$ cat src/hce_consts.svh
// Purpose: Offsets, field positions and timing figures of the code word encoder
// Assumes: Included by its bare name; clock of 100 MHz
// Notes:   Definitions only
`ifndef HCE_CONSTS_SVH
`define HCE_CONSTS_SVH

// ----------------------------------------
// Storage word indices (plain port address)
// ----------------------------------------
`define HCE_NUM_WORDS      12
`define HCE_ADDR_KEY3      4'h3
`define HCE_ADDR_SYNC      4'h4
`define HCE_ADDR_SEED2     4'h5
`define HCE_ADDR_SEED0     4'h7
`define HCE_ADDR_SEED1     4'h8
`define HCE_ADDR_SER0      4'h9
`define HCE_ADDR_SER1      4'ha
`define HCE_ADDR_CONFIG    4'hb
`define HCE_ADDR_STATUS    4'hc
`define HCE_LAST_WORD      4'hb

// ----------------------------------------
// Configuration word fields and reset value
// ----------------------------------------
`define HCE_CFG_BLANK_ALT  0
`define HCE_CFG_FAST       1
`define HCE_CFG_FORMAT     2
`define HCE_CFG_SEED_EN    4
`define HCE_CFG_XSER       12
`define HCE_CFG_VPWM       14
`define HCE_CFG_OVR        15
`define HCE_CONFIG_RESET   16'h0000

// ----------------------------------------
// Button codes and word layout
// ----------------------------------------
`define HCE_SEED_CODE_A    4'h9
`define HCE_SEED_CODE_B    4'h3
`define HCE_WORD_BITS      67
`define HCE_SLOTS_WIDE     3
`define HCE_SLOTS_NARROW   6

// ----------------------------------------
// Timing
// ----------------------------------------
`define HCE_CLK_NS         10
`define HCE_CLK_HZ         100000000
`define HCE_DEBOUNCE_NS    6500000
`define HCE_RATE_SLOW_BPS  833
`define HCE_RATE_FAST_BPS  1667

`endif

$ cat src/hce_pkg.sv
// Purpose: Types shared by the code word encoder
// Assumes: Nothing
// Notes:   Code word is sent from bit 0 upward
package hce_pkg;

    typedef enum logic [2:0] {
        ST_SLEEP,
        ST_DEBOUNCE,
        ST_CAPTURE,
        ST_WRITEBACK,
        ST_ENCRYPT,
        ST_SEND,
        ST_GUARD,
        ST_PROG
    } hce_state_t;

    // 67-bit transmitted word, hop first on the line
    typedef struct packed {
        logic [1:0]  crc;
        logic        vlow;
        logic [31:0] fixed;
        logic [31:0] hop;
    } hce_code_word_t;

endpackage

$ cat src/hce_encoder.sv
// Purpose: Button-woken hopping code word encoder and serial modulator
// Assumes: Pins pass two flip-flops; register port on i_clock
// Notes:   Storage words stand in an array here; cipher is a sub-module
//
// Notes on behaviour
// - Any switch closure wakes the device; debounce about 6.5 ms, then sample.
// - Capture buttons and advance 16-bit sync counter before encrypting.
// - Encryption is a block transform, 32-bit block, 64-bit key.
// - Plaintext holds sync counter, discrimination bits and button state.
// - Word is 67 bits: hop 32, serial 28 or 32, status 7 or 3.
// - Fixed part 35 bits: serial, function code, status bit, 2-bit CRC.
// - Low battery is sent as a status bit in the word.
// - Held buttons repeat the same word until release or time-out.
// - A newly pressed button restarts debounce; word is abandoned.
// - Partial release changes nothing; full release ends word, then sleep.
// - Four switch inputs form a code of up to 15 functions.
// - In programming mode switch 3, or else switch 2, is serial clock.
// - In programming mode the modulated output pin is the data line.
// - Indicator output sinks current while transmitting.
// - Keys and codes are unreadable except for verify after programming.
// - Serializer offers pulse-width and variable pulse-width, selectable rate.
// - Config bit picks 1667 or 833 bits per second.
// - Config bit picks pulse widths 1/6,2/6 or 1/3,2/3.
// - Seed enabled plus seed button code sends seeds and serial upper word.
// - Blank-alternate bit silences every second word slot.
//
// Our own choices: the register addresses and the plain strobed port.
`timescale 1ns/1ns
`include "hce_consts.svh"
module hce_encoder
    import hce_pkg::*;
#(
    parameter int DEBOUNCE_CYC  = (`HCE_DEBOUNCE_NS + `HCE_CLK_NS - 1) / `HCE_CLK_NS,
    parameter int BIT_CYC_SLOW  = `HCE_CLK_HZ / `HCE_RATE_SLOW_BPS,
    parameter int BIT_CYC_FAST  = `HCE_CLK_HZ / `HCE_RATE_FAST_BPS,
    parameter int GUARD_SLOTS   = 15,
    parameter int MAX_WORDS     = 255
) (
    input  wire logic        i_clock,
    input  wire logic        i_reset,
    input  wire logic [3:0]  i_switch_in,
    input  wire logic        i_low_battery,
    input  wire logic        i_prog_enable,
    input  wire logic        i_prog_clock_alt,
    input  wire logic        i_pwm_data,
    input  wire logic [3:0]  i_addr,
    input  wire logic [15:0] i_wdata,
    input  wire logic        i_write,
    input  wire logic        i_read,
    output logic      [15:0] o_rdata,
    output logic             o_pwm,
    output logic             o_pwm_oe,
    output logic             o_led_n
);
    localparam int SLOT_SW = BIT_CYC_SLOW / `HCE_SLOTS_WIDE;
    localparam int SLOT_SN = BIT_CYC_SLOW / `HCE_SLOTS_NARROW;
    localparam int SLOT_FW = BIT_CYC_FAST / `HCE_SLOTS_WIDE;
    localparam int SLOT_FN = BIT_CYC_FAST / `HCE_SLOTS_NARROW;

    // ----------------------------------------
    // Pin synchronisers
    // ----------------------------------------
    logic [7:0] sync1_reg, sync2_reg;
    logic       sclk_d_reg;
    logic [3:0] sw;
    logic       lowbat, prog_en, prog_alt, pdata, sclk, sclk_rise;

    // Two flip-flops on every pin input
    always_ff @(posedge i_clock) begin
        if (i_reset) begin
            sync1_reg  <= 8'h00;
            sync2_reg  <= 8'h00;
            sclk_d_reg <= 1'b0;
        end else begin
            sync1_reg  <= {i_low_battery, i_prog_enable, i_prog_clock_alt, i_pwm_data,
                           i_switch_in};
            sync2_reg  <= sync1_reg;
            sclk_d_reg <= sclk;
        end
    end

    assign sw        = sync2_reg[3:0];
    assign pdata     = sync2_reg[4];
    assign prog_alt  = sync2_reg[5];
    assign prog_en   = sync2_reg[6];
    assign lowbat    = sync2_reg[7];
    assign sclk      = prog_alt ? sw[2] : sw[3];
    assign sclk_rise = sclk && !sclk_d_reg;

    // ----------------------------------------
    // Storage words and configuration
    // ----------------------------------------
    logic [15:0] mem [`HCE_NUM_WORDS];
    logic        mem_we;
    logic [3:0]  mem_waddr;
    logic [15:0] mem_wdata;
    logic [15:0] cfg;
    logic [63:0] key;

    assign cfg = mem[`HCE_ADDR_CONFIG];
    assign key = {mem[3], mem[2], mem[1], mem[0]};

    // ----------------------------------------
    // Main control state
    // ----------------------------------------
    hce_state_t     state_reg,  state_next;
    logic [31:0]    cnt_reg,    cnt_next;
    logic [3:0]     btn_reg,    btn_next;
    hce_code_word_t word_reg,   word_next;
    logic [6:0]     bit_reg,    bit_next;
    logic [2:0]     slot_reg,   slot_next;
    logic [7:0]     words_reg,  words_next;
    logic           blank_reg,  blank_next;
    logic           phase_reg,  phase_next;
    logic           start_reg,  start_next;
    logic [15:0]    shift_reg,  shift_next;
    logic [3:0]     pbit_reg,   pbit_next;
    logic [3:0]     pword_reg,  pword_next;
    logic           verify_reg, verify_next;
    logic           pwm_reg,    pwm_next;
    logic           oe_reg,     oe_next;
    logic           led_n_reg,  led_n_next;
    logic [15:0]    rdata_reg,  rdata_next;
    logic [31:0]    hop;
    logic           hop_done;
    logic [31:0]    slot_cyc;
    logic [2:0]     slots;
    logic           cur_bit, slot_end;
    logic [31:0]    plain;
    hce_code_word_t built;

    // Block transform, replaceable
    hce_cipher u_cipher (
        .i_clock (i_clock),
        .i_reset (i_reset),
        .i_start (start_reg),
        .i_block (plain),
        .i_key   (key),
        .o_block (hop),
        .o_done  (hop_done)
    );

    // Plaintext and word assembly
    always_comb begin
        plain = {btn_reg, cfg[`HCE_CFG_OVR], mem[`HCE_ADDR_SER0][10:0],
                 mem[`HCE_ADDR_SYNC]};
        built.hop  = hop;
        built.vlow = lowbat;
        if (cfg[`HCE_CFG_XSER]) begin
            built.fixed = {mem[`HCE_ADDR_SER1], mem[`HCE_ADDR_SER0]};
        end else begin
            built.fixed = {btn_reg, mem[`HCE_ADDR_SER1][11:0], mem[`HCE_ADDR_SER0]};
        end
        if (cfg[`HCE_CFG_SEED_EN] && (btn_reg == `HCE_SEED_CODE_A ||
                                      btn_reg == `HCE_SEED_CODE_B)) begin
            built.hop   = {mem[`HCE_ADDR_SEED1], mem[`HCE_ADDR_SEED0]};
            built.fixed = {mem[`HCE_ADDR_SER1], mem[`HCE_ADDR_SEED2]};
        end
        built.crc = 2'b00;
        for (int i = 0; i < 65; i++) begin
            built.crc[i % 2] = built.crc[i % 2] ^ built[i];
        end
    end

    // Slot timing from rate and format bits
    always_comb begin
        slots = (cfg[`HCE_CFG_FORMAT] && !cfg[`HCE_CFG_VPWM]) ?
                3'(`HCE_SLOTS_NARROW) : 3'(`HCE_SLOTS_WIDE);
        if (cfg[`HCE_CFG_FAST]) begin
            slot_cyc = (slots == 3'(`HCE_SLOTS_WIDE)) ? 32'(SLOT_FW) : 32'(SLOT_FN);
        end else begin
            slot_cyc = (slots == 3'(`HCE_SLOTS_WIDE)) ? 32'(SLOT_SW) : 32'(SLOT_SN);
        end
        slot_end = (cnt_reg == slot_cyc - 32'd1);
        cur_bit  = word_reg[bit_reg];
    end

    // Next-state logic for sequencing, serializer, programming and bus
    always_comb begin
        state_next  = state_reg;
        cnt_next    = cnt_reg;
        btn_next    = btn_reg;
        word_next   = word_reg;
        bit_next    = bit_reg;
        slot_next   = slot_reg;
        words_next  = words_reg;
        blank_next  = blank_reg;
        phase_next  = phase_reg;
        start_next  = 1'b0;
        shift_next  = shift_reg;
        pbit_next   = pbit_reg;
        pword_next  = pword_reg;
        verify_next = verify_reg;
        pwm_next    = 1'b0;
        oe_next     = 1'b1;
        led_n_next  = 1'b1;
        mem_we      = 1'b0;
        mem_waddr   = i_addr;
        mem_wdata   = i_wdata;
        rdata_next  = 16'h0000;
        case (state_reg)
            ST_SLEEP: begin
                cnt_next = 32'd0;
                if (prog_en) begin
                    state_next = ST_PROG;
                    pbit_next  = 4'h0;
                    pword_next = 4'h0;
                end else if (sw != 4'h0) begin
                    state_next = ST_DEBOUNCE;
                end
            end
            ST_DEBOUNCE: begin
                cnt_next = cnt_reg + 32'd1;
                if (cnt_reg == 32'(DEBOUNCE_CYC - 1)) begin
                    state_next = ST_CAPTURE;
                end
            end
            ST_CAPTURE: begin
                btn_next   = sw;
                words_next = 8'h00;
                blank_next = 1'b0;
                phase_next = 1'b0;
                state_next = (sw == 4'h0) ? ST_SLEEP : ST_WRITEBACK;
            end
            ST_WRITEBACK: begin
                mem_we     = 1'b1;
                mem_waddr  = `HCE_ADDR_SYNC;
                mem_wdata  = mem[`HCE_ADDR_SYNC] + 16'h0001;
                start_next = 1'b1;
                state_next = ST_ENCRYPT;
            end
            ST_ENCRYPT: begin
                cnt_next = 32'd0;
                if (hop_done) begin
                    word_next  = built;
                    bit_next   = 7'd0;
                    slot_next  = 3'd0;
                    state_next = ST_SEND;
                end
            end
            ST_SEND: begin
                led_n_next = 1'b0;
                if (!blank_reg) begin
                    if (cfg[`HCE_CFG_VPWM]) begin
                        pwm_next = phase_reg ^ (slot_reg >= (cur_bit ? 3'd2 : 3'd1));
                    end else begin
                        pwm_next = (slot_reg < (cur_bit ? 3'd1 : 3'd2));
                    end
                end
                cnt_next = slot_end ? 32'd0 : cnt_reg + 32'd1;
                if (slot_end) begin
                    slot_next = slot_reg + 3'd1;
                    if (slot_reg == slots - 3'd1) begin
                        slot_next  = 3'd0;
                        phase_next = !phase_reg;
                        bit_next   = bit_reg + 7'd1;
                        if (bit_reg == 7'(`HCE_WORD_BITS - 1)) begin
                            state_next = ST_GUARD;
                        end
                    end
                end
            end
            ST_GUARD: begin
                led_n_next = 1'b0;
                cnt_next   = slot_end ? 32'd0 : cnt_reg + 32'd1;
                if (slot_end) begin
                    slot_next = slot_reg + 3'd1;
                    if (slot_reg == 3'(GUARD_SLOTS % 8)) begin
                        slot_next = 3'd0;
                    end
                end
                if (slot_end && slot_reg == 3'(GUARD_SLOTS % 8)) begin
                    words_next = words_reg + 8'h01;
                    blank_next = cfg[`HCE_CFG_BLANK_ALT] && !blank_reg;
                    bit_next   = 7'd0;
                    if (sw == 4'h0 || words_reg == 8'(MAX_WORDS - 1)) begin
                        state_next = ST_SLEEP;
                    end else begin
                        state_next = ST_SEND;
                    end
                end
            end
            ST_PROG: begin
                oe_next = 1'b0;
                if (!prog_en) begin
                    state_next  = ST_SLEEP;
                    verify_next = 1'b0;
                end else if (sclk_rise && !verify_reg) begin
                    shift_next = {pdata, shift_reg[15:1]};
                    pbit_next  = pbit_reg + 4'h1;
                    if (pbit_reg == 4'hf) begin
                        mem_we     = 1'b1;
                        mem_waddr  = pword_reg;
                        mem_wdata  = {pdata, shift_reg[15:1]};
                        pword_next = pword_reg + 4'h1;
                        if (pword_reg == `HCE_LAST_WORD) begin
                            pword_next  = 4'h0;
                            verify_next = 1'b1;
                        end
                    end
                end else if (verify_reg) begin
                    oe_next  = 1'b1;
                    pwm_next = mem[pword_reg][pbit_reg];
                    if (sclk_rise) begin
                        pbit_next = pbit_reg + 4'h1;
                        if (pbit_reg == 4'hf) begin
                            pword_next = (pword_reg == `HCE_LAST_WORD) ? 4'h0 :
                                         pword_reg + 4'h1;
                        end
                    end
                end
            end
            default: begin
                state_next = ST_SLEEP;
            end
        endcase
        // A new button during encryption or sending restarts the wake-up
        if ((state_reg == ST_ENCRYPT || state_reg == ST_SEND || state_reg == ST_GUARD) &&
            ((sw & ~btn_reg) != 4'h0)) begin
            state_next = ST_DEBOUNCE;
            cnt_next   = 32'd0;
            pwm_next   = 1'b0;
            led_n_next = 1'b1;
        end
        // Register port: writes to storage when idle, guarded reads
        if (i_write && state_reg == ST_SLEEP && i_addr <= `HCE_LAST_WORD) begin
            mem_we = 1'b1;
        end
        if (i_read) begin
            if (i_addr == `HCE_ADDR_CONFIG || i_addr == `HCE_ADDR_SER1 ||
                i_addr == `HCE_ADDR_SER0) begin
                rdata_next = mem[i_addr];
            end else if (i_addr <= `HCE_LAST_WORD && verify_reg) begin
                rdata_next = mem[i_addr];
            end else if (i_addr == `HCE_ADDR_STATUS) begin
                rdata_next = {7'h00, verify_reg, btn_reg, 1'b0, state_reg};
            end
        end
    end

    // Storage words
    always_ff @(posedge i_clock) begin
        if (i_reset) begin
            mem[`HCE_ADDR_CONFIG] <= `HCE_CONFIG_RESET;
        end else if (mem_we) begin
            mem[mem_waddr] <= mem_wdata;
        end
    end

    // Register the control state
    always_ff @(posedge i_clock) begin
        if (i_reset) begin
            state_reg  <= ST_SLEEP;
            cnt_reg    <= 32'd0;
            btn_reg    <= 4'h0;
            word_reg   <= '0;
            bit_reg    <= 7'd0;
            slot_reg   <= 3'd0;
            words_reg  <= 8'h00;
            blank_reg  <= 1'b0;
            phase_reg  <= 1'b0;
            start_reg  <= 1'b0;
            shift_reg  <= 16'h0000;
            pbit_reg   <= 4'h0;
            pword_reg  <= 4'h0;
            verify_reg <= 1'b0;
            pwm_reg    <= 1'b0;
            oe_reg     <= 1'b1;
            led_n_reg  <= 1'b1;
            rdata_reg  <= 16'h0000;
        end else begin
            state_reg  <= state_next;
            cnt_reg    <= cnt_next;
            btn_reg    <= btn_next;
            word_reg   <= word_next;
            bit_reg    <= bit_next;
            slot_reg   <= slot_next;
            words_reg  <= words_next;
            blank_reg  <= blank_next;
            phase_reg  <= phase_next;
            start_reg  <= start_next;
            shift_reg  <= shift_next;
            pbit_reg   <= pbit_next;
            pword_reg  <= pword_next;
            verify_reg <= verify_next;
            pwm_reg    <= pwm_next;
            oe_reg     <= oe_next;
            led_n_reg  <= led_n_next;
            rdata_reg  <= rdata_next;
        end
    end

    assign o_rdata  = rdata_reg;
    assign o_pwm    = pwm_reg;
    assign o_pwm_oe = oe_reg;
    assign o_led_n  = led_n_reg;
endmodule

$ cat src/hce_cipher.sv
// Purpose: Replaceable 32-bit block transform under a 64-bit key
// Assumes: i_start is a one-cycle pulse while idle
// Notes:   One round per clock; o_done pulses once, o_block then stands
`timescale 1ns/1ns
module hce_cipher
    import hce_pkg::*;
#(
    parameter int          ROUNDS    = 64,
    parameter logic [31:0] NLF_TABLE = 32'h5a3c96e1  // Arbitrary mixing table
) (
    input  wire logic        i_clock,
    input  wire logic        i_reset,
    input  wire logic        i_start,
    input  wire logic [31:0] i_block,
    input  wire logic [63:0] i_key,
    output logic      [31:0] o_block,
    output logic             o_done
);
    logic [31:0] block_reg, block_next;
    logic [63:0] key_reg,   key_next;
    logic [15:0] round_reg, round_next;
    logic        busy_reg,  busy_next;
    logic        done_reg,  done_next;
    logic        mix;

    // ----------------------------------------
    // Round function and sequencing
    // ----------------------------------------
    always_comb begin
        block_next = block_reg;
        key_next   = key_reg;
        round_next = round_reg;
        busy_next  = busy_reg;
        done_next  = 1'b0;
        mix = NLF_TABLE[{block_reg[31], block_reg[26], block_reg[20], block_reg[9],
                         block_reg[1]}] ^ block_reg[0] ^ block_reg[16] ^ key_reg[0];
        if (i_start && !busy_reg) begin
            block_next = i_block;
            key_next   = i_key;
            round_next = 16'h0000;
            busy_next  = 1'b1;
        end else if (busy_reg) begin
            block_next = {mix, block_reg[31:1]};
            key_next   = {key_reg[0], key_reg[63:1]};
            round_next = round_reg + 16'h0001;
            if (round_reg == 16'(ROUNDS - 1)) begin
                busy_next = 1'b0;
                done_next = 1'b1;
            end
        end
    end

    // Register the round state
    always_ff @(posedge i_clock) begin
        if (i_reset) begin
            block_reg <= 32'h0000_0000;
            key_reg   <= 64'h0;
            round_reg <= 16'h0000;
            busy_reg  <= 1'b0;
            done_reg  <= 1'b0;
        end else begin
            block_reg <= block_next;
            key_reg   <= key_next;
            round_reg <= round_next;
            busy_reg  <= busy_next;
            done_reg  <= done_next;
        end
    end

    assign o_block = block_reg;
    assign o_done  = done_reg;
endmodule

$ cat config.mk
export PLATFORM = sky130hd
export DESIGN_NAME = hce_encoder
export DESIGN_NICKNAME = d
export VERILOG_FILES = /design/src/hce_pkg.sv /design/src/hce_encoder.sv /design/src/hce_cipher.sv
export VERILOG_INCLUDE_DIRS = /design/src
export SDC_FILE = /design/constraint.sdc
export NUM_CORES = 1
export LEC_CHECK = 0
export BUFFER_PORTS_ARGS = -buffer_cell sky130_fd_sc_hd__buf_2
export CAP_MARGIN = 20
export CORE_MARGIN = 10
export CORE_UTILIZATION = 65
export DETAILED_ROUTE_END_ITERATION = 7
export PLACE_DENSITY = 0.91
export SLEW_MARGIN = 20
export SYNTH_ARGS = -nofsm -noshare
export SYNTH_HDL_FRONTEND = slang
export SYNTH_SLANG_ARGS = --single-unit
export TNS_END_PERCENT = 50
$ cat constraint.sdc
create_clock -name i_clock -period 6.32 [get_ports i_clock]
set_input_delay 1.264 -clock i_clock [delete_from_list [all_inputs] [get_ports i_clock]]
set_output_delay 1.264 -clock i_clock [all_outputs]
set_load 0.03 [all_outputs]
; ---- Word-level counts from Yosys, hierarchy flattened
; Memories as Yosys holds them, arrays and structs flattened. A register that Yosys moved wholly into a read port is not among the register bits.
; Index checks and enable logic that the tools add are counted.
[totals]
ramBits = 192
latch_bits = 0
out_inout_bits = 19
register_bits = 302
word_cells = 329
n_memories = 2
in_bits = 32
romBits = 32
[mem_list]
columns = name, depth, width, read_ports, rd_ports_with_merged_regs, wr, line
row1 = mem, 12, 16, 13, 1, 1, hce_encoder.sv:93  ; logic [15:0] mem [`HCE_NUM_WORDS];
row2 = (name not given), 32, 1, 1, 1, 0, hce_cipher.sv:35  ; mix = NLF_TABLE[{block_reg[31], block_reg[26], block_reg[20], block_reg[9],
[classes]
n_reduce_logical = 51
n_eq_ne = 47
mux = 111
bitwise_logic = 72
shifts = 0
n_div = 0
mul = 0
add_sub_neg = 10
magnitude_cmp = 6
[op_table]
columns = op, count
row1 = 2-to-1 mux 64 bit, 3
row2 = 2-to-1 mux 16 bit, 8
row3 = 2-to-1 mux 32 bit, 4
row4 = case mux 32 bit (3 select lines), 1
row5 = 2-to-1 mux 4 bit, 17
row6 = bitwise XOR 1 bit, 67
row7 = 2-to-1 mux 3 bit, 16
row8 = 2-to-1 mux 1 bit, 36
row9 = "adder 16 x 1 -> 16 bit, second input constant", 2
row10 = "adder 32 x 1 -> 32 bit, second input constant", 1
row11 = "equality test 32 x 20 -> 1 bit, second input constant", 1
row12 = equality test 32 bit, 1
row13 = case mux 16 bit (2 select lines), 1
row14 = "subtractor 32 x 1 -> 32 bit, second input constant", 1
row15 = "equality test 4 bit, second input constant", 7
row16 = 2-to-1 mux 7 bit, 4
row17 = case mux 3 bit (8 select lines), 1
row18 = case mux 4 bit (2 select lines), 3
row19 = case mux 7 bit (3 select lines), 1
row20 = "!= test 2 bit, second input constant", 9
row21 = "equality test 16 x 6 -> 1 bit, second input constant", 1
row22 = case mux 8 bit (2 select lines), 1
row23 = AND reduction 8 bit, 2
row24 = OR reduction 16 bit, 1
row25 = 49 further kinds, 108

; ---- Longest topological paths before layout
[depth]
depth_word = 36
mapped_depth = 14
ltp_nobuf = 13

; ---- By module
; A second synthesis with hierarchy kept.
[unflattened]
hier_cells = 2458
hier_area_um2 = 27286.2
[modules_own_cells]
columns = mod, cells_each, instances, area_each_um2, seq_area_each_um2
row1 = hce_encoder, 1836, 1, 22047.4, 11511.0
row2 = hce_cipher, 622, 1, 5238.8, 2302.2

; ---- Worst setup path before layout
; No wires, ideal clock.
[synth_path]
path_type = input-to-reg
from = in i_addr[0]
to = mem mem[11][0] (enable)
setup_time_ns = 0.409
path_slack_ns = 1.803
path_buffers = 3
t_arrival_ns = 4.108
path_stages = 6
required_ns = 5.911
path_cell_list = clkbuf_1 buf_1 buf_2 a221oi_1 or2_2 nor3_1
[synth_between]
elab_chain_cells = 8
word_cells_on_any_way = 13
classes_between = 1 x order compare / 10 x mux / 2 x reduce/logical
[synth_rtl]
columns = element, line
row1 = from (decl), hce_encoder.sv:46  ; input wire logic [3:0] i_addr,
row2 = less-or-equal comparator 4 bit (no line), --
row3 = logical AND 1 bit (no line), --
row4 = 2-to-1 mux 1 bit, hce_encoder.sv:326  ; if (i_write && state_reg == ST_SLEEP && i_addr <= `HCE_LAST_WORD) begin
row5 = 2-to-1 mux 1 bit, hce_encoder.sv:345  ; end else if (mem_we) begin
row6 = 2-to-1 mux 1 bit, hce_encoder.sv:343  ; if (i_reset) begin
row7 = 2-to-1 mux 1 bit (not written as such), hce_encoder.sv:346  ; mem[mem_waddr] <= mem_wdata;
row8 = OR reduction 16 bit (no line), --
row9 = 2-to-1 mux 4 bit (no line) / 2-to-1 mux 1 bit (equally long branches), --
row10 = to (decl), hce_encoder.sv:93
; Several ways; a longest one is shown, not always the timed one.

; ---- Final worst setup path
[layout_path]
from = reg pbit_reg[1]
to = mem mem[4][11] (enable)
[layout_between]
elab_chain_cells = 11
word_cells_on_any_way = 16
classes_between = 1 x eq/ne / 14 x mux / 1 x reduce/logical
[layout_rtl]
columns = element, line
row1 = from (decl), hce_encoder.sv:117  ; logic [3:0] pbit_reg, pbit_next;
row2 = from (signal assigned), hce_encoder.sv:383  ; pbit_reg <= pbit_next;
row3 = equality test 4 bit *, hce_encoder.sv:291  ; if (pbit_reg == 4'hf) begin
row4 = 2-to-1 mux 1 bit, hce_encoder.sv:291
row5 = 2-to-1 mux 1 bit, hce_encoder.sv:288  ; end else if (sclk_rise && !verify_reg) begin
row6 = 2-to-1 mux 1 bit, hce_encoder.sv:285  ; if (!prog_en) begin
row7 = case mux 1 bit (2 select lines), hce_encoder.sv:201  ; case (state_reg)
row8 = 2-to-1 mux 1 bit, hce_encoder.sv:326
row9 = 2-to-1 mux 1 bit, hce_encoder.sv:345
row10 = 2-to-1 mux 1 bit, hce_encoder.sv:343
row11 = 2-to-1 mux 1 bit (not written as such), hce_encoder.sv:346
row12 = OR reduction 16 bit (no line), --
row13 = 2-to-1 mux 4 bit (no line) / 2-to-1 mux 1 bit (equally long branches), --
; Mark *: on every way between the ends. The rest lies on a longest branch, timed or not.

==> flow_metrics.env <==
export IMPL_cap_violations=0
export IMPL_numCtsBuffers=55
export IMPL_synth_top_area_share_pct=28.02
export IMPL_setup_viol=0
export IMPL_status="complete, no violations"
export IMPL_yosysWarningCount=0
export IMPL_gp_congestion=1.008
export IMPL_post_route_util_pct=71.88
export IMPL_pwr_density_cell_nw_per_um2=294.6
export IMPL_clk_pin_slew_ns=0.07
export IMPL_rows=75
export IMPL_drive_gt1_share_pct=14.76
export IMPL_synth_cells=2423
export IMPL_dieArea_um2=50830
export IMPL_largest_reg_flops=256
export IMPL_clkLatencyLatePin_ns=0.65
export IMPL_finalHoldViolations=0
export IMPL_end_kind="flip-flop"
export IMPL_cp_common_cell="nand2_1"
export IMPL_initial_utilization_pct=65.56
export IMPL_async_reset_ff_share_pct=0
export IMPL_wl_per_cell_um=27.83
export IMPL_area_growth_pct=9.649
export IMPL_ys_flop_type="dfxtp_1"
export IMPL_synth_edf_count=256
export IMPL_setup_ws_ns=1.847
export IMPL_post_cts_buffers=0
export IMPL_setup_tns_ns=0
export IMPL_vdd_drop_max_mv=0.2770
export IMPL_regArea_um2=13830
export IMPL_cp_num_buf_inv=0
export IMPL_ys_top_cells_by_count="nor2_1, dfxtp_1, edfxtp_1"
export IMPL_crit_family="simple AND/OR/NAND/NOR gates"
export IMPL_fin_crit_sh_pct=70.78
export IMPL_critPathArrivalTime_ns=4.74
export IMPL_ys_types=81
export IMPL_die_x_um=225.5
export IMPL_grt_util_all_layers_pct=32.63
export IMPL_cpMaxStageDelayCell="or4b_1"
export IMPL_totalWireLength_mm=83.49
export IMPL_slew_violations=0
export IMPL_cts_hold_buffers=0
export IMPL_whs_ns=0.4451
export IMPL_place_ws_ns=1.840
export IMPL_seq_area_frac_synth_pct=50.34
export IMPL_ant_nets=0
export IMPL_period_needed_ns=4.473
export IMPL_hpwl_mm=57.72
export IMPL_leakagePower_nw=9.931
export IMPL_rsz0062_at_grt="false"
export IMPL_synth_most_common_cell="nor2_1"
export IMPL_grt_max_degree=119
export IMPL_io_buffers=50
export IMPL_postSynthAreaPerCell_um2=11.32
export IMPL_crit_type="flip-flop to flip-flop"
export IMPL_first_iter_violations=3768
export IMPL_viasPerCell=7.047
export IMPL_die_y_um=225.5
export IMPL_max_stage_delay_ns=0.78
export IMPL_cp_start_kind="flip-flop"
export IMPL_cts_sinks=562
export IMPL_yosysTopAreaCell="edfxtp_1"
export IMPL_synth_area_um2=27440
export IMPL_cts_buffer_depth=3
export IMPL_multiInputGateArea_um2=12970
export IMPL_dr_total_vias=21140
export IMPL_drtPass1Iterations=6
export IMPL_ios=51
export IMPL_finClkSkew_ns=0.05609
export IMPL_antenna_found_initial=2
export IMPL_critPathRequiredTime_ns=6.59
export IMPL_grt_overflow_total=0
export IMPL_cp_max_fo=16
export IMPL_crit_chain="ha_1 -> nand3_1 -> or4b_1 -> o22ai_1 -> nand2_1 -> a221oi_1 -> nand2_1 -> nor2_2"
export IMPL_synth_nets=2479
export IMPL_grt_pass1_vias=20200
export IMPL_core_um2=41850
export IMPL_cts_tree="done"
export IMPL_slew_headroom_pct=25.62
export IMPL_drc_errors=0
export IMPL_ctsResizeCount=0
export IMPL_grt_pass1_wl_mm=125.7
export IMPL_worst_slew_pin_slew_ns=1.116
export IMPL_yosys_top_cells_area="edfxtp_1, dfxtp_1, mux4_2, mux2i_1, nor2_1"
export IMPL_cts_htree_levels=2
export IMPL_synth_seq_cells=562
export IMPL_nNetsFinal=2470
export IMPL_nFillCells=2683
export IMPL_hp_class="flip-flop to flip-flop"
export IMPL_max_freq_ghz=0.2235
export IMPL_cts_root_buf="clkbuf_16"
[worst paths after layout]
path	to	start	depth (start not counted)	slack, ns
worst max-delay path	mem[4][11]	pbit_reg[1]	8	1.85
worst min-delay path	sync2_reg[1]	sync1_reg[1]	1	0.45
worst max register to register	mem[4][11]	pbit_reg[1]	8	1.85
worst min register to register	sync2_reg[1]	sync1_reg[1]	1	0.45
[placed cells by master, fill, tap and decap left out, drive strengths merged, types with 6 or more instances in the layout]
master / synthesis / final
nand2b: 15 / 15
nand2: 112 / 112
clkbuf: 111 / 79
nor4: 13 / 13
o21ai: 44 / 44
xor2: 50 / 50
nor2: 378 / 378
a31oi: 8 / 8
and4: 8 / 8
dfxtp: 306 / 306
a22o: 6 / 6
o22ai: 28 / 28
and3: 16 / 16
o221ai: 15 / 15
a221oi: 10 / 10
nand3: 36 / 36
o21a: 6 / 6
xnor2: 122 / 122
and2: 11 / 11
o31ai: 9 / 9
or4: 11 / 11
a211oi: 72 / 72
buf: 50 / 95
nor3: 36 / 36
nand4: 26 / 26
a22oi: 12 / 12
edfxtp: 256 / 256
inv: 25 / 28
clkinv: 1 / 18
or3: 9 / 9
ha: 24 / 24
nor2b: 37 / 37
mux2i: 210 / 210
mux4: 127 / 127
a21oi: 160 / 160
[routing by layer]
layer / GRT usage [%] / part of all wire [%]
met1: 41.77 / 35
met2: 50.77 / 46
met3: 7.534 / 13
met4: 17.82 / 6.3
met5: 0 / 0.016
[final cells by class]
type                            count  share of cell area, %
Clock buffer                       79                  5.494
Clock inverter                     24                 0.8692
Timing Repair Buffer               95                  1.984
Inverter                           26                 0.3244
Sequential cell                   562                  45.96
Multi-Input combinational cell   1674                  43.12
Antenna cell                        1               0.008318
Tap cell                          539                  2.242
[metrics by stage]
step	power (mW)	cells	instance area (µm²)
after detailed placement	5.446	2896	28150
after CTS	8.816	2999	30060
final	8.863	3000	30090
after global placement	5.385	2895	28130
after global routing	9.085	2999	30080
after floorplan	5.046	2423	27440
[power breakdown]
part / switching, mW / leakage (nW) / internal, mW
Clock: 1.47 / 0.949 / 1.96
Combinational: 0.766 / 4.12 / 0.425
Sequential: 0.235 / 4.86 / 4.01
[worst register-to-register path, delay by kind of cell (launching register included)]
| family | cells | cell delay, ns |
|---|---|---|
| compound gates | 2 | 0.86 |
| simple gates | 5 | 2.34 |
| flops | 1 | 0.60 |
| fa+ha+maj | 1 | 0.28 |
[logic make-up after synthesis]
family,after synthesis,synth area share (%)
fa+ha+maj,25,1.135
simple gates,735,12.45
compound gates,397,9.266
xor+xnor,176,5.819
buf+inv,187,2.732
flops,562,50.34
mux,341,18.25
Note: power is estimated with default switching activity, not from simulation.
